==> src/ccm_defines.svh <==
`ifndef CCM_DEFINES_SVH
`define CCM_DEFINES_SVH

`define CCM_NSLOT 8
`define CCM_LEVEL_W 12
`define CCM_NPIN 2

// register byte offsets, except the level window base, which is address bits 7:5
`define CCM_REG_CTRL 8'h00
`define CCM_REG_DEB 8'h04
`define CCM_REG_CC1_DBCLR 8'h08
`define CCM_REG_CC2_DBCLR 8'h0c
`define CCM_REG_CC1_HIT_EN 8'h10
`define CCM_REG_CC2_HIT_EN 8'h14
`define CCM_REG_CC1_HITS 8'h18
`define CCM_REG_CC2_HITS 8'h1c
`define CCM_REG_CC1_CHG 8'h20
`define CCM_REG_CC2_CHG 8'h24
`define CCM_REG_INT_STS 8'h28
`define CCM_REG_INT_MASK 8'h2c
`define CCM_REG_STATUS 8'h30
`define CCM_REG_LEVEL_BASE 3'h2

// control fields
`define CCM_CTRL_DBNC_EN 0
`define CCM_CTRL_ROLE 1
`define CCM_CTRL_ADV_LO 2
`define CCM_CTRL_W 4
`define CCM_CTRL_RST 4'h0

// interrupt status fields
`define CCM_INT_VALID 0
`define CCM_INT_CC1_CHG 1
`define CCM_INT_CC2_CHG 2
`define CCM_INT_W 3

`define CCM_MASK_RST 8'hff

// default slot levels in millivolts
`define CCM_LVL0_RST 12'h0c8
`define CCM_LVL1_RST 12'h190
`define CCM_LVL2_RST 12'h294
`define CCM_LVL3_RST 12'h320
`define CCM_LVL4_RST 12'h4ce
`define CCM_LVL5_RST 12'h640
`define CCM_LVL6_RST 12'ha28
`define CCM_LVL7_RST 12'hbb8

// debounce default
`define CCM_CLK_MHZ 250
`define CCM_DEB_TIME_US 10
`define CCM_DEB_CYCLES (`CCM_DEB_TIME_US * `CCM_CLK_MHZ)

`endif

==> src/ccm_pkg.sv <==
`include "ccm_defines.svh"

package ccm_pkg;

    typedef enum logic {
        CCM_ROLE_SRC,
        CCM_ROLE_SNK
    } ccm_role_t;

    typedef struct packed {
        logic [1:0] adv;
        ccm_role_t role;
        logic dbnc_en;
    } ccm_cfg_t;

    typedef struct packed {
        logic [`CCM_NSLOT-1:0] stable;
        logic settled;
    } ccm_dbnc_t;

endpackage

==> src/ccm_level_mem.sv <==
`timescale 1ns/1ps
`include "ccm_defines.svh"

module ccm_level_mem import ccm_pkg::*; #(
    parameter int DEPTH = `CCM_NSLOT,
    parameter int LW = `CCM_LEVEL_W
) (
    // system
    input wire logic clk_sys,
    input wire logic sys_rst,
    input wire logic ce,
    // write port
    input wire logic wr_en,
    input wire logic [2:0] wr_idx,
    input wire logic [LW-1:0] wr_data,
    // read port
    input wire logic [2:0] rd_idx,
    output logic [LW-1:0] rd_data,
    // all levels toward the dac
    output logic [DEPTH*LW-1:0] levels
);

    localparam logic [DEPTH*LW-1:0] RST_LEVELS = {`CCM_LVL7_RST, `CCM_LVL6_RST, `CCM_LVL5_RST,
        `CCM_LVL4_RST, `CCM_LVL3_RST, `CCM_LVL2_RST, `CCM_LVL1_RST, `CCM_LVL0_RST};

    if (DEPTH != 8 || LW != 12) begin : g_chk
        $error("ccm_level_mem supports eight 12-bit slots only");
    end

    logic [LW-1:0] mem_ff [DEPTH];
    logic [LW-1:0] nxt_mem [DEPTH];
    logic [LW-1:0] rd_ff;
    logic [LW-1:0] nxt_rd;

    for (genvar i = 0; i < DEPTH; i++) begin : g_slot
        always_comb begin
            nxt_mem[i] = mem_ff[i];
            if (wr_en && wr_idx == 3'(i)) begin
                nxt_mem[i] = wr_data;
            end
        end

        always_ff @(posedge clk_sys) begin
            if (sys_rst) begin
                mem_ff[i] <= RST_LEVELS[i*LW +: LW];
            end else if (ce) begin
                mem_ff[i] <= nxt_mem[i];
            end
        end

        assign levels[i*LW +: LW] = mem_ff[i];
    end

    always_comb begin
        nxt_rd = mem_ff[rd_idx];
    end

    always_ff @(posedge clk_sys) begin
        if (sys_rst) begin
            rd_ff <= '0;
        end else if (ce) begin
            rd_ff <= nxt_rd;
        end
    end

    assign rd_data = rd_ff;

endmodule

==> src/ccm_sync_dbnc.sv <==
`timescale 1ns/1ps
`include "ccm_defines.svh"

module ccm_sync_dbnc import ccm_pkg::*; #(
    parameter int W = `CCM_NSLOT,
    parameter int DEB_W = 16
) (
    // system
    input wire logic clk_sys,
    input wire logic sys_rst,
    input wire logic ce,
    // control
    input wire logic en,
    input wire logic [W-1:0] clr_mask,
    input wire logic [DEB_W-1:0] deb_len,
    // comparator
    input wire logic [W-1:0] raw,
    // result
    output ccm_dbnc_t res
);

    if (W != `CCM_NSLOT || DEB_W < 2) begin : g_chk
        $error("ccm_sync_dbnc width mismatch");
    end

    logic [W-1:0] s1_ff;
    logic [W-1:0] s2_ff;
    logic [W-1:0] cand_ff;
    logic [W-1:0] nxt_cand;
    logic [W-1:0] stab_ff;
    logic [W-1:0] nxt_stab;
    logic [DEB_W-1:0] cnt_ff;
    logic [DEB_W-1:0] nxt_cnt;
    logic set_ff;
    logic nxt_set;

    // two-stage synchroniser per comparator
    for (genvar i = 0; i < W; i++) begin : g_sync
        always_ff @(posedge clk_sys) begin
            if (sys_rst) begin
                s1_ff[i] <= 1'b0;
                s2_ff[i] <= 1'b0;
            end else if (ce) begin
                s1_ff[i] <= raw[i];
                s2_ff[i] <= s1_ff[i];
            end
        end
    end

    always_comb begin
        nxt_cand = s2_ff;
        nxt_cnt = cnt_ff;
        nxt_stab = stab_ff;
        nxt_set = set_ff;
        if (!en) begin
            nxt_cnt = '0;
            nxt_set = 1'b0;
        end else if (((s2_ff ^ cand_ff) & clr_mask) != '0) begin
            // a watched slot moved: restart the interval
            nxt_cnt = '0;
        end else if (cnt_ff >= deb_len) begin
            nxt_stab = cand_ff;
            nxt_set = 1'b1;
        end else begin
            nxt_cnt = cnt_ff + 1'b1;
        end
    end

    always_ff @(posedge clk_sys) begin
        if (sys_rst) begin
            cand_ff <= '0;
            cnt_ff <= '0;
            stab_ff <= '0;
            set_ff <= 1'b0;
        end else if (ce) begin
            cand_ff <= nxt_cand;
            cnt_ff <= nxt_cnt;
            stab_ff <= nxt_stab;
            set_ff <= nxt_set;
        end
    end

    assign res.stable = stab_ff;
    assign res.settled = set_ff;

endmodule

==> src/ccm_threshold_match.sv <==
`timescale 1ns/1ps
`include "ccm_defines.svh"

// Operation
// - each cc pin has eight level slots 0 to 7 and hit bit k reports slot k.
// - slots 0 to 6 reset to ascending low levels and slot 7 to the top vendor level.
// - in sink role changes of exceeded source levels are tracked so software can read the source current.
// - slot 5 is the sink-attach level for default and mid sources, slot 6 for high.
// - slot 0 is the powered-cable level at default and the sink default-source level, slots 1 and 3 the cable mid/high.
// - a source facing only a powered cable reads all hit bits zero.
// - a source with a sink attached sees only bit 0, 1 or 3 for default, mid or high.
// - a source with an open pin sees bits 0+5, 1+5, 3+6, or 7 alone in vendor mode.
// - a sink sees bit 0, bits 0+2, or bits 0+2+4 for default, mid or high sources.
// - a sink sees bits 0,2,4,7 for a vendor source, and nothing for open or cable alone.
// - with 0x22 in both masks and a mid source with an open pin only bits 1 and 5 set in hits and changes after debounce.
// - hits and changes update after the debounce interval, or at once on a hit-enable write, and from the same crossing.
// - with 0x15 in both masks a sink facing a high source sets bits 0, 2 and 4 in hits and changes.
// - initial_hits_valid rises once both pins finished their first debounce and hits are valid.
module ccm_threshold_match import ccm_pkg::*; #(
    parameter int NSLOT = `CCM_NSLOT,
    parameter int LW = `CCM_LEVEL_W,
    parameter int DEB_W = 16,
    parameter logic [15:0] DEB_RST = 16'(`CCM_DEB_CYCLES)
) (
    // system
    input wire logic clk_sys,
    input wire logic sys_rst,
    input wire logic ce,
    // wishbone slave
    input wire logic wb_cyc_i,
    input wire logic wb_stb_i,
    input wire logic wb_we_i,
    input wire logic [7:0] wb_adr_i,
    input wire logic [31:0] wb_dat_i,
    input wire logic [3:0] wb_sel_i,
    output logic [31:0] wb_dat_o,
    output logic wb_ack_o,
    // comparator outputs, bit k high while pin is above slot k
    input wire logic [NSLOT-1:0] cc1_above,
    input wire logic [NSLOT-1:0] cc2_above,
    // analog setup
    output logic [NSLOT*LW-1:0] cc_level_slots,
    output ccm_cfg_t analog_cfg,
    // status
    output logic initial_hits_valid,
    output logic irq
);

    if (NSLOT != 8 || LW != 12 || DEB_W != 16) begin : g_chk
        $error("ccm_threshold_match supports 8 slots, 12-bit levels, 16-bit debounce");
    end

    localparam int NP = `CCM_NPIN;

    function automatic logic [31:0] merge_bytes(input logic [31:0] old, input logic [31:0] nw,
                                                input logic [3:0] sel);
        logic [31:0] r;
        r = old;
        for (int b = 0; b < 4; b++) begin
            if (sel[b]) begin
                r[b*8 +: 8] = nw[b*8 +: 8];
            end
        end
        return r;
    endfunction

    // bus request
    logic ack_ff;
    logic nxt_ack;
    logic [31:0] dat_ff;
    logic [31:0] nxt_dat;
    logic req;
    logic wr_req;
    logic rd_req;
    logic lvl_hit;
    logic [2:0] lvl_idx;

    // configuration
    logic [`CCM_CTRL_W-1:0] ctrl_ff;
    logic [`CCM_CTRL_W-1:0] nxt_ctrl;
    logic [DEB_W-1:0] deb_ff;
    logic [DEB_W-1:0] nxt_deb;
    logic [NSLOT-1:0] dbclr_ff [NP];
    logic [NSLOT-1:0] nxt_dbclr [NP];
    logic [NSLOT-1:0] hit_en_ff [NP];
    logic [NSLOT-1:0] nxt_hit_en [NP];
    logic [`CCM_INT_W-1:0] imask_ff;
    logic [`CCM_INT_W-1:0] nxt_imask;
    logic lvl_we;
    logic [LW-1:0] lvl_wdata;
    logic [LW-1:0] lvl_rdata;

    // results
    ccm_dbnc_t dbo [NP];
    logic [NSLOT-1:0] hits_ff [NP];
    logic [NSLOT-1:0] nxt_hits [NP];
    logic [NSLOT-1:0] chg_ff [NP];
    logic [NSLOT-1:0] nxt_chg [NP];
    logic [NSLOT-1:0] chg_set [NP];
    logic [NP-1:0] chg_clr;
    logic valid_ff;
    logic nxt_valid;
    logic [`CCM_INT_W-1:0] ists_ff;
    logic [`CCM_INT_W-1:0] nxt_ists;
    logic [`CCM_INT_W-1:0] ists_set;
    logic [NSLOT-1:0] raw [NP];

    assign req = wb_cyc_i && wb_stb_i && !ack_ff;
    // writes land on the edge that completes the cycle, with ack already high
    assign wr_req = wb_cyc_i && wb_stb_i && wb_we_i && ack_ff;
    assign rd_req = req && !wb_we_i;
    assign lvl_hit = wb_adr_i[7:5] == `CCM_REG_LEVEL_BASE;
    assign lvl_idx = wb_adr_i[4:2];
    assign raw[0] = cc1_above;
    assign raw[1] = cc2_above;

    ccm_level_mem #(
        .DEPTH(NSLOT),
        .LW(LW)
    ) u_levels (
        .clk_sys(clk_sys),
        .sys_rst(sys_rst),
        .ce(ce),
        .wr_en(lvl_we),
        .wr_idx(lvl_idx),
        .wr_data(lvl_wdata),
        .rd_idx(lvl_idx),
        .rd_data(lvl_rdata),
        .levels(cc_level_slots)
    );

    for (genvar p = 0; p < NP; p++) begin : g_pin
        ccm_sync_dbnc #(
            .W(NSLOT),
            .DEB_W(DEB_W)
        ) u_dbnc (
            .clk_sys(clk_sys),
            .sys_rst(sys_rst),
            .ce(ce),
            .en(ctrl_ff[`CCM_CTRL_DBNC_EN]),
            .clr_mask(dbclr_ff[p]),
            .deb_len(deb_ff),
            .raw(raw[p]),
            .res(dbo[p])
        );

        always_comb begin
            nxt_hits[p] = dbo[p].stable & hit_en_ff[p];
            chg_set[p] = nxt_hits[p] ^ hits_ff[p];
            // a new change beats a clearing read in the same cycle
            nxt_chg[p] = (chg_ff[p] & ~{NSLOT{chg_clr[p]}}) | chg_set[p];
        end

        always_ff @(posedge clk_sys) begin
            if (sys_rst) begin
                hits_ff[p] <= '0;
                chg_ff[p] <= '0;
            end else if (ce) begin
                hits_ff[p] <= nxt_hits[p];
                chg_ff[p] <= nxt_chg[p];
            end
        end
    end

    // register writes
    always_comb begin
        nxt_ctrl = ctrl_ff;
        nxt_deb = deb_ff;
        nxt_dbclr = dbclr_ff;
        nxt_hit_en = hit_en_ff;
        nxt_imask = imask_ff;
        lvl_we = wr_req && lvl_hit;
        lvl_wdata = LW'(merge_bytes(32'(cc_level_slots[lvl_idx*LW +: LW]), wb_dat_i, wb_sel_i));
        if (wr_req) begin
            case (wb_adr_i)
                `CCM_REG_CTRL: nxt_ctrl = `CCM_CTRL_W'(merge_bytes(32'(ctrl_ff), wb_dat_i, wb_sel_i));
                `CCM_REG_DEB: nxt_deb = DEB_W'(merge_bytes(32'(deb_ff), wb_dat_i, wb_sel_i));
                `CCM_REG_CC1_DBCLR: nxt_dbclr[0] = NSLOT'(merge_bytes(32'(dbclr_ff[0]), wb_dat_i, wb_sel_i));
                `CCM_REG_CC2_DBCLR: nxt_dbclr[1] = NSLOT'(merge_bytes(32'(dbclr_ff[1]), wb_dat_i, wb_sel_i));
                `CCM_REG_CC1_HIT_EN: nxt_hit_en[0] = NSLOT'(merge_bytes(32'(hit_en_ff[0]), wb_dat_i, wb_sel_i));
                `CCM_REG_CC2_HIT_EN: nxt_hit_en[1] = NSLOT'(merge_bytes(32'(hit_en_ff[1]), wb_dat_i, wb_sel_i));
                `CCM_REG_INT_MASK: nxt_imask = `CCM_INT_W'(merge_bytes(32'(imask_ff), wb_dat_i, wb_sel_i));
                default: ;
            endcase
        end
    end

    always_ff @(posedge clk_sys) begin
        if (sys_rst) begin
            ctrl_ff <= `CCM_CTRL_RST;
            deb_ff <= DEB_RST;
            dbclr_ff <= '{default: `CCM_MASK_RST};
            hit_en_ff <= '{default: `CCM_MASK_RST};
            imask_ff <= '0;
        end else if (ce) begin
            ctrl_ff <= nxt_ctrl;
            deb_ff <= nxt_deb;
            dbclr_ff <= nxt_dbclr;
            hit_en_ff <= nxt_hit_en;
            imask_ff <= nxt_imask;
        end
    end

    // validity and interrupt status
    always_comb begin
        nxt_valid = ctrl_ff[`CCM_CTRL_DBNC_EN] && dbo[0].settled && dbo[1].settled;
        chg_clr[0] = rd_req && wb_adr_i == `CCM_REG_CC1_CHG;
        chg_clr[1] = rd_req && wb_adr_i == `CCM_REG_CC2_CHG;
        ists_set = '0;
        ists_set[`CCM_INT_VALID] = nxt_valid && !valid_ff;
        ists_set[`CCM_INT_CC1_CHG] = |chg_set[0];
        ists_set[`CCM_INT_CC2_CHG] = |chg_set[1];
        nxt_ists = ists_ff;
        if (rd_req && wb_adr_i == `CCM_REG_INT_STS) begin
            nxt_ists = '0;
        end
        nxt_ists = nxt_ists | ists_set;
    end

    always_ff @(posedge clk_sys) begin
        if (sys_rst) begin
            valid_ff <= 1'b0;
            ists_ff <= '0;
        end else if (ce) begin
            valid_ff <= nxt_valid;
            ists_ff <= nxt_ists;
        end
    end

    // read data and acknowledge
    always_comb begin
        nxt_ack = req;
        nxt_dat = dat_ff;
        if (rd_req) begin
            case (wb_adr_i)
                `CCM_REG_CTRL: nxt_dat = 32'(ctrl_ff);
                `CCM_REG_DEB: nxt_dat = 32'(deb_ff);
                `CCM_REG_CC1_DBCLR: nxt_dat = 32'(dbclr_ff[0]);
                `CCM_REG_CC2_DBCLR: nxt_dat = 32'(dbclr_ff[1]);
                `CCM_REG_CC1_HIT_EN: nxt_dat = 32'(hit_en_ff[0]);
                `CCM_REG_CC2_HIT_EN: nxt_dat = 32'(hit_en_ff[1]);
                `CCM_REG_CC1_HITS: nxt_dat = 32'(hits_ff[0]);
                `CCM_REG_CC2_HITS: nxt_dat = 32'(hits_ff[1]);
                `CCM_REG_CC1_CHG: nxt_dat = 32'(chg_ff[0]);
                `CCM_REG_CC2_CHG: nxt_dat = 32'(chg_ff[1]);
                `CCM_REG_INT_STS: nxt_dat = 32'(ists_ff);
                `CCM_REG_INT_MASK: nxt_dat = 32'(imask_ff);
                `CCM_REG_STATUS: nxt_dat = {30'h0000_0000, ctrl_ff[`CCM_CTRL_DBNC_EN], valid_ff};
                default: nxt_dat = '0;
            endcase
        end
    end

    always_ff @(posedge clk_sys) begin
        if (sys_rst) begin
            ack_ff <= 1'b0;
            dat_ff <= '0;
        end else if (ce) begin
            ack_ff <= nxt_ack;
            dat_ff <= nxt_dat;
        end
    end

    // level reads come from the memory's own output register
    assign wb_dat_o = (lvl_hit && !wb_we_i) ? 32'(lvl_rdata) : dat_ff;
    assign wb_ack_o = ack_ff;
    assign analog_cfg.dbnc_en = ctrl_ff[`CCM_CTRL_DBNC_EN];
    assign analog_cfg.role = ccm_role_t'(ctrl_ff[`CCM_CTRL_ROLE]);
    assign analog_cfg.adv = ctrl_ff[`CCM_CTRL_ADV_LO +: 2];
    assign initial_hits_valid = valid_ff;
    assign irq = |(ists_ff & imask_ff);

endmodule

==> config.mk <==
export PLATFORM = sky130hd
export DESIGN_NAME = ccm_threshold_match
export DESIGN_NICKNAME = d
export VERILOG_FILES = /design/src/ccm_pkg.sv /design/src/ccm_level_mem.sv /design/src/ccm_sync_dbnc.sv /design/src/ccm_threshold_match.sv
export VERILOG_INCLUDE_DIRS = /design/src /design/src/src
export SDC_FILE = /design/constraint.sdc
export NUM_CORES = 1
export LEC_CHECK = 0
export BUFFER_PORTS_ARGS = -buffer_cell sky130_fd_sc_hd__buf_4
export CORE_MARGIN = 2
export CORE_UTILIZATION = 50
export DETAILED_ROUTE_END_ITERATION = 7
export PLACE_DENSITY = 0.71
export SYNTH_ARGS = -nofsm -noshare
export SYNTH_HDL_FRONTEND = slang
export SYNTH_SLANG_ARGS = --single-unit
==> constraint.sdc <==
create_clock -name clk_sys -period 3.37 [get_ports clk_sys]
set_input_delay 0.1685 -clock clk_sys [delete_from_list [all_inputs] [get_ports clk_sys]]
set_output_delay 0.1685 -clock clk_sys [all_outputs]
set_load 0.01 [all_outputs]
* Word level (Yosys, flattened, before mapping) *
Memories as Yosys holds them, arrays and structs flattened. A register that Yosys moved wholly into a read port is not among the register bits.
Index checks and enable logic that the tools add are counted.

storage, ports and cells
  register bits after elaboration = 190
  bits in writable memories = 128
  input port bits = 66
  output and inout port bits = 135
  word-level logic and storage cells = 205
  memories kept = 3

memories
  memory           depth  width  rd ports  clocked after Yosys merged registers in  wr ports  RTL line                   RTL
  u_levels.mem_ff  8      12     9         1                                        8         ccm_level_mem.sv:30        logic [LW-1:0] mem_ff [DEPTH];
  chg_ff           2      8      2         0                                        2         ccm_threshold_match.sv:97  logic [NSLOT-1:0] chg_ff [NP];
  hits_ff          2      8      2         0                                        2         ccm_threshold_match.sv:95  logic [NSLOT-1:0] hits_ff [NP];

cells by class
  add/subtract/negate cells = 2
  multiply operators = 1
  order comparisons = 2
  equal/unequal tests = 26
  shift operators = 1
  mux-type cells = 42
  bitwise logic cells = 30
  reductions and logical operators = 46

operators with widths
  cell                                                 number
  one-hot mux 16 bit (13 select lines)                 1
  two-way mux 12 bit                                   16
  two-way mux 16 bit                                   6
  variable part select 96 x 8 -> 12 bit                1
  AND 8 bit                                            6
  equality test 8 x 6 -> 1 bit, second input constant  5
  two-way mux 8 bit                                    5
  AND reduction 4 bit                                  10
  adder 16 x 1 -> 16 bit, second input constant        2
  equality test 8 x 5 -> 1 bit, second input constant  4
  greater-or-equal comparator 16 bit                   2
  two-way mux 32 bit                                   1
  bitwise XOR 8 bit                                    4
  logical AND 1 bit                                    21
  equality test 8 x 4 -> 1 bit, second input constant  2
  inverter 8 bit                                       2
  bitwise OR 8 bit                                     2
  nonzero test 8 bit                                   2
  OR reduction 8 bit                                   2
  equality test 3 bit, second input constant           4
  bitwise OR 1 bit                                     12
  two-way mux 1 bit                                    11
  equality test 3 x 2 -> 1 bit, second input constant  3
  equality test 8 x 3 -> 1 bit, second input constant  1
  other kinds (16)                                     25

* Longest topological paths before layout *
Gate-level depths: netlist (run 1).

  depth in word-level cells = 8
  mapped depth = 11

* By module *
Synthesis (run 1) repeated with hierarchy kept, for this count alone.

second synthesis, totals
  cell total of the unflattened synthesis = 1,539
  area total of the unflattened synthesis = 16,248.1 um^2

by module, submodules not included
  module               times used  cells each  area each (um^2)
  ccm_threshold_match  1           638         6,346.1
  ccm_sync_dbnc        2           320         2,768.9
  ccm_level_mem        1           261         4,364.2

* Worst setup path before layout (run 1) *
No wires, ideal clock.

  kind = reg-to-reg
  start point = register deb_ff[13]
  end point = register g_pin[0].u_dbnc.cnt_ff[15]
  data arrival time = 2.403 ns
  required time = 3.300 ns
  path slack = 0.897 ns
  cell stages (with the launch flop) = 10
  path buffers = 0
  cells stage by stage = dfxtp_1 > inv_1 > ha_1 > a211oi_1 > nor2_1 > or4_1 > nor2_1 > nand2_1 > or4b_1 > a21oi_1

between the ends
  longest elaborated chain between the ends = 3

ends and longest elaborated chain
  element                                  RTL line                    RTL
  from (decl)                              ccm_threshold_match.sv:81   logic [DEB_W-1:0] deb_ff;
  from (signal assigned)                   ccm_threshold_match.sv:197  deb_ff <= nxt_deb;
  greater-or-equal comparator 16 bit       ccm_sync_dbnc.sv:61         end else if (cnt_ff >= deb_len) begin
  != test 3 x 2 -> 1 bit (no source line)  -
  AND reduction 2 bit (no source line)     -
  to (signal assigned)                     ccm_sync_dbnc.sv:77         cnt_ff <= nxt_cnt;
  to (decl)                                ccm_sync_dbnc.sv:32         logic [DEB_W-1:0] cnt_ff;

No other way between the ends.
A chain may end at the register's enable or synchronous reset.

* Worst setup path after layout (run 1) *
Ends and elaborated chain as after synthesis.

==> impl_metrics.env, run 1 <==
export IMPL_status="complete, no violations"
export IMPL_crit_path_max_incr_delay_ps=500
export IMPL_startpoint_type="flip-flop"
export IMPL_clockBufferDepth=3
export IMPL_mostFrequentLayoutCell="buf_4"
export IMPL_firstDrtPassIters=8
export IMPL_place_ws_ps=613
export IMPL_yosys_area_share_simple=0.151
export IMPL_relSlewSlack=0.241
export IMPL_die_h_um=174
export IMPL_grt_use_met2=0.439
export IMPL_final_hold_viol_count=0
export IMPL_wl_mm=40.4
export IMPL_clkTransAtPathRegs_ps=60
export IMPL_die_width_um=174
export IMPL_synthDistinctLibCells=68
export IMPL_synth_top_family_by_area="multiplexers"
export IMPL_worst_r2r_cell_count=9
export IMPL_crit_chain="inv_1 -> ha_1 -> a211oi_1 -> nor2_1 -> or4_1 -> nor2_1 -> nand2_1 -> or4b_1 -> a21oi_1"
export IMPL_finalNetCount=1657
export IMPL_grt_antenna_before_repair=0
export IMPL_p_leak_uw=0.00701
export IMPL_hold_depth=3
export IMPL_nFillCells=2324
export IMPL_synth_seq_cells=314
export IMPL_grt_use_total=0.262
export IMPL_cellPowerDensity_mw_per_mm2=496
export IMPL_layout_cells_non_filler=1968
export IMPL_postCtsHoldBufs=34
export IMPL_insertion_delay_ps=520
export IMPL_cts_tree="yes"
export IMPL_first_global_vias=11100
export IMPL_crit_family="simple AND/OR/NAND/NOR gates"
export IMPL_antenna_left=0
export IMPL_avgSynthCellArea_um2=10.6
export IMPL_dpl_hpwl_mm=28.6
export IMPL_hp_class="input port to flip-flop"
export IMPL_placed_cells=1870
export IMPL_cts_htree_levels=2
export IMPL_rsz0062_at_grt="no"
export IMPL_worst_pin_slew_ps=1130
export IMPL_tns_ps=0
export IMPL_peakVddDrop_mv=0.352
export IMPL_gr_usage_met1=0.352
export IMPL_crit_cells=9
export IMPL_max_clock_freq_mhz=359
export IMPL_cts_sinks=314
export IMPL_period_needed_ps=2790
export IMPL_synth_xor_area_frac=0.0193
export IMPL_cpMaxStageDelayCell="or4_1"
export IMPL_power_total_uw=8740
export IMPL_netlist_instances=1366
export IMPL_crit_type="flip-flop to flip-flop"
export IMPL_top_usage_layer="met2"
export IMPL_cpMostUsedCell="nor2_1"
export IMPL_mappedNetlistArea_mm2=0.0145
export IMPL_core_mm2=0.0286
export IMPL_grtUsageMet3=0.0444
export IMPL_wire_per_inst_um=20.5
export IMPL_critPathArrivalTime_ps=3230
export IMPL_viasPerCell=5.82
export IMPL_multiInputGateArea_mm2=0.00648
export IMPL_async_flop_share=0
export IMPL_grt_start_max_net_pins=92
export IMPL_synth_adder_area_share=0.0293
export IMPL_start_util=0.507
export IMPL_synthMuxAreaShare=0.154
export IMPL_synth_edf_count=128
export IMPL_slew_violations=0
export IMPL_fin_ws_ps=585
export IMPL_antenna_cells=0
export IMPL_fp_dieArea_mm2=0.0304
export IMPL_grt_ovfl_total=0
export IMPL_finalCritPeriodShare=0.827
export IMPL_crit_required_ps=3810
export IMPL_synth_compound_area_frac=0.0883
export IMPL_grt_pass1_wl_mm=62.4
export IMPL_vias=11400
export IMPL_syn2layout_area_growth_pct=21.5
export IMPL_ctsResizeCount=0
export IMPL_drive_gt1_frac=0.205
export IMPL_fin_skew_ps=10.9
export IMPL_synth_flop_cell="dfxtp_1"
export IMPL_cp_end_kind="flip-flop"
export IMPL_cts_root_buf="clkbuf_16"
export IMPL_post_cts_setup_buffer_count=0
export IMPL_crit_buf_inv=1
export IMPL_setup_viol=0
export IMPL_regArea_mm2=0.00757
export IMPL_port_buffers=166
export IMPL_cts_buffers=35
export IMPL_maxCapViolCount=0
export IMPL_yosysSeqAreaShare=0.522
export IMPL_drtIter0Drc=1000
export IMPL_worstPathMaxFanout=6
export IMPL_drcViolationCount=0
export IMPL_mostFrequentLayoutCells="buf_4 (195), dfxtp_1 (186), nand2_1 (176)"
export IMPL_place_congestion=0.922
export IMPL_yosysWarnings=0
export IMPL_boundaryPins=201
export IMPL_rows=62
[Yosys cell counts (3+ instances only)]
cell type	instances	share of area
a211oi_1	4	0.0021
a21o_1	6	0.0031
a21oi_1	50	0.017
a222oi_1	3	0.0021
a22o_1	11	0.0066
a22oi_1	23	0.012
a311oi_1	3	0.0018
a31oi_1	19	0.0082
a41oi_1	3	0.0018
and2_1	6	0.0026
and3_1	9	0.0039
buf_1	9	0.0023
buf_2	9	0.0031
buf_4	17	0.0088
clkbuf_1	54	0.014
dfxtp_1	186	0.26
edfxtp_1	128	0.27
ha_1	34	0.029
inv_1	25	0.0065
mux2_2	26	0.020
mux2i_1	131	0.090
mux4_2	28	0.043
nand2_1	176	0.046
nand3_1	41	0.014
nand3b_1	4	0.0021
nand4_1	9	0.0039
nor2_1	169	0.044
nor2_2	4	0.0017
nor2b_1	10	0.0043
nor3_1	18	0.0062
nor3_2	3	0.0021
nor4_1	7	0.0030
o211ai_1	15	0.0078
o21ai_0	34	0.012
o311ai_0	3	0.0018
o31ai_1	3	0.0016
or4_1	16	0.0083
xor2_1	32	0.019
[flip-flops by register name, indices dropped and copies added, names as in the netlist, 16 cells and up]
signal / count
chg_ff: 16
dat_ff: 16
dbclr_ff: 16
deb_ff: 16
g_pin.u_dbnc.cand_ff: 16
g_pin.u_dbnc.cnt_ff: 32
g_pin.u_dbnc.nxt_cand: 16
g_pin.u_dbnc.s1_ff: 16
g_pin.u_dbnc.stab_ff: 16
hit_en_ff: 16
hits_ff: 16
u_levels.mem_ff: 96
[power by group]
group          switching (uW)  leakage (uW)  internal (uW)  total (uW)
clock network            1530      0.000586           2320        3850
logic                     416       0.00364            311         727
registers                78.1       0.00278           4090        4170
[kinds of logic after synthesis]
logic type               Yosys count
other                              1
adder cells (fa/ha/maj)           34
AND/OR/NAND/NOR                  488
multiplexers                     185
flip-flops                       314
XOR/XNOR                          32
buffers and inverters            118
AO/OA/AOI/OAI                    194
[cell type report]
class / count / share of cell area
clock buffer: 50 / 0.0592
multi-input combinational: 949 / 0.368
timing repair buffer: 229 / 0.102
tap: 384 / 0.0273
clock inverter: 14 / 0.00767
inverter: 28 / 0.00597
sequential: 314 / 0.429
[per-layer routing]
| layer | vias up | part of all wire |
|---|---|---|
| met5 | - | 0 |
| met4 | 0 | 0.023 |
| met3 | 69 | 0.077 |
| met2 | 485 | 0.48 |
| met1 | 5566 | 0.42 |
| li1 | 5324 | - |
[stage by stage]
stage               hold slack, ps  instance area (um^2)  utilization
CTS                          0.598                 17600        0.616
floorplan                      297                 14600            -
detailed placement             412                 16100        0.562
finish                        18.8                 17600        0.616
global route                  24.6                 17600        0.616
global placement               402                 16100        0.562
[final timing paths]
kind / start / slack (ps) / to
setup / recovery: deb_ff[13]$_SDFFE_PP0P_ / 580 / g_pin[0].u_dbnc.cnt_ff[15]$_SDFFE_PP0P_
hold reg to reg: g_pin[0].u_dbnc.set_ff$_SDFFE_PP0P_ / 450 / g_pin[0].u_dbnc.set_ff$_SDFFE_PP0P_
setup reg to reg: deb_ff[13]$_SDFFE_PP0P_ / 580 / g_pin[0].u_dbnc.cnt_ff[15]$_SDFFE_PP0P_
hold / removal: wb_dat_i[2] / 20 / analog_cfg[2]$_SDFFE_PP0P_
[worst register-to-register path: cells and delay by family (launching register included)]
| family | cells | cell delay [ps] |
|---|---|---|
| fa+ha+maj | 1 | 320 |
| compound gates | 2 | 350 |
| simple gates | 5 | 1620 |
| flops | 1 | 350 |
| buf+inv | 1 | 90 |
Power figures use the tool's default switching activity.
==> inputs of run 2 (changes only) <==
ABC_AREA = 1   (was unset)
clock period = 2.6 ns   (was 3.37 ns; I/O delays follow)
==> run 2 against run 1 <==
Sequential share of layout area decreased by 1.0 points. Wire length increased by 7.6%. Critical path type unchanged. Die area increased by 3.4%. First-iteration DRC count increased by 42%. Register-to-register slack got worse by 290 ps. Sequential power increased by 30%. Total power increased by 29%. Critical endpoint is now g_pin[0].u_dbnc.cnt_ff[13]$_SDFFE_PP0P_. Core utilization decreased by 0.65 points. Cell area increased by 2.4%.
==> impl_metrics.env, run 2 <==
export IMPL_status="complete, no violations"
export IMPL_ctsResizeCount=0
export IMPL_largest_reg_flops=96
export IMPL_crit_required_ps=3010
export IMPL_first_global_vias=12400
export IMPL_synth_largest_area_cell="edfxtp_1"
export IMPL_synthDistinctLibCells=46
export IMPL_rows=63
export IMPL_insertion_delay_ps=520
export IMPL_start_util=0.507
export IMPL_hp_class="input port to flip-flop"
export IMPL_place_area_mm2=0.0166
export IMPL_period_needed_ps=2310
export IMPL_slew_violations=0
export IMPL_dpl_hpwl_mm=31.7
export IMPL_grt_start_max_net_pins=82
export IMPL_crit_type="flip-flop to flip-flop"
export IMPL_mostFrequentLayoutCell="nand2_1"
export IMPL_wl_mm=43.5
export IMPL_final_hold_viol_count=0
export IMPL_yosysMostFrequentCell="nand2_1"
export IMPL_maxCapViolCount=0
export IMPL_worst_pin_slew_ps=960
export IMPL_mappedNetlistArea_mm2=0.0150
export IMPL_wire_per_inst_um=18.0
export IMPL_tns_ps=0
export IMPL_peakVddDrop_mv=0.503
export IMPL_fp_dieArea_mm2=0.0314
export IMPL_antenna_cells=0
export IMPL_netlist_instances=1805
export IMPL_drtIter0Drc=1422
export IMPL_grt_use_total=0.274
export IMPL_cellPowerDensity_mw_per_mm2=625
export IMPL_finalNetCount=2104
export IMPL_rsz0062_at_grt="no"
export IMPL_synth_top_area_frac=0.256
export IMPL_relSlewSlack=0.360
export IMPL_synth_edf_count=128
export IMPL_yosys_top_cells_area="edfxtp_1 (26%), dfxtp_1 (25%), nand2_1 (12%)"
export IMPL_grt_ovfl_total=0
export IMPL_vias=13200
export IMPL_fin_skew_ps=15.1
export IMPL_core_mm2=0.0296
export IMPL_top_regs="u_levels.mem_ff x96, g_pin.u_dbnc.cnt_ff x32"
export IMPL_ys_top_cells_by_count="nand2_1 (470), dfxtp_1 (186), inv_1 (177), nor2_1 (141), nand3_1 (135)"
export IMPL_firstDrtPassIters=6
export IMPL_grt_pass1_wl_mm=67.1
export IMPL_antenna_left=0
export IMPL_drive_gt1_frac=0.162
export IMPL_syn2layout_area_growth_pct=20.2
export IMPL_clockBufferDepth=3
export IMPL_cts_tree="yes"
export IMPL_layout_cells_non_filler=2418
export IMPL_synth_flop_cell="dfxtp_1"
export IMPL_mostFrequentLayoutCells="nand2_1 (470), buf_4 (201), dfxtp_1 (186)"
export IMPL_cts_sinks=314
export IMPL_synth_seq_cells=314
export IMPL_ff2ff_setup_slack_ps=290
export IMPL_finalInstanceArea_mm2=0.0180
export IMPL_viasPerCell=5.47
export IMPL_drcViolationCount=0
export IMPL_boundaryPins=201
export IMPL_die_width_um=177
export IMPL_placed_cells=2329
export IMPL_cts_htree_levels=2
export IMPL_setup_viol=0
export IMPL_grt_antenna_before_repair=0
export IMPL_yosysWarnings=0
export IMPL_max_clock_freq_mhz=433
export IMPL_place_congestion=0.978
export IMPL_finalCritPeriodShare=0.888
export IMPL_port_buffers=166
export IMPL_startpoint_type="flip-flop"
export IMPL_p_leak_uw=0.00782
export IMPL_clkTransAtPathRegs_ps=60
export IMPL_worstPathMaxFanout=18
export IMPL_nFillCells=2571
export IMPL_cts_root_buf="clkbuf_16"
export IMPL_yosysSeqAreaShare=0.504
export IMPL_async_flop_share=0
export IMPL_avgSynthCellArea_um2=8.32
export IMPL_cp_end_kind="flip-flop"
export IMPL_cts_buffers=35
export IMPL_die_h_um=177
export IMPL_top_register="u_levels.mem_ff"
export IMPL_critPathArrivalTime_ps=2720
run 2: cell types whose count changed after synthesis, moves of 35 or more:
cell,delta
o21ai_0,+46
nand2_1,+294
mux2i_1,-131
inv_1,+152
o22ai_1,+35
nand3_1,+94
a21oi_1,+69
run 2: timing repair:
item,CTS,global route
hold endpoints to repair,30,0
hold buffers,28,0
setup buffers,0,0
run 2: final cells by class:
cell class              instances  area, um^2  share of cell area
clock buffers                  52        1040              0.0577
clock inverters                 9        86.3             0.00478
inverters                     193         731              0.0405
multi-input cells            1229        6310               0.349
flip-flops and latches        314        7570               0.419
well taps                     390         488              0.0270
repair buffers                231        1830               0.101
run 2: cell families after synthesis:
logic type,synth area share
fa+ha+maj,0.0283
other cells,0.000250
buf+inv,0.0802
mux,0.000750
compound gates,0.117
simple gates,0.251
flops,0.504
xor+xnor,0.0192
run 2: report_power, final:
group	switching (uW)	total [uW]	internal, uW
Sequential	124	5440	5320
Combinational	647	1020	371
Clock	1940	4810	2870
Total	2710	11300	8560
run 2: metrics by stage:
stage	hold WS (ps)	worst slack (ps)	utilization	power, uW
floorplan	243	364	-	6080
global placement	327	398	0.562	6490
detailed placement	336	332	0.562	6520
CTS	6.21	309	0.609	11300
global route	16.9	124	0.609	11600
finish	12.3	291	0.609	11300
run 2: worst paths after layout:
kind	from	end	cells after the start
worst max-delay path	deb_ff[15]$_SDFFE_PP0P_	g_pin[0].u_dbnc.cnt_ff[13]$_SDFFE_PP0P_	11
worst min register to register	dat_ff[6]$_SDFFE_PP0P_	dat_ff[6]$_SDFFE_PP0P_	2
worst max register to register	deb_ff[15]$_SDFFE_PP0P_	g_pin[0].u_dbnc.cnt_ff[13]$_SDFFE_PP0P_	11
worst min-delay path	wb_dat_i[5]	u_levels.mem_ff[7][5]$_SDFFCE_PN1P_	3
run 2: worst max-delay path, cell delays in order (launching register included):
cell	delay, ps
dfxtp_1	330
inv_1	100
ha_1	320
nand2_1	90
nor3_1	320
nand2_1	110
nand2_2	220
nand2_4	170
nand2_4	210
inv_1	150
nor2_1	130
nor2_1	60
run 2: metal layers:
| metal | up-vias | global-route usage | routed length (um) |
|---|---|---|---|
| met5 | - | 0 | 0 |
| met4 | 0 | 0.114 | 1690 |
| met3 | 98 | 0.0311 | 3680 |
| met1 | 6146 | 0.369 | 18100 |
| met2 | 576 | 0.449 | 20000 |
| li1 | 6410 | - | - |
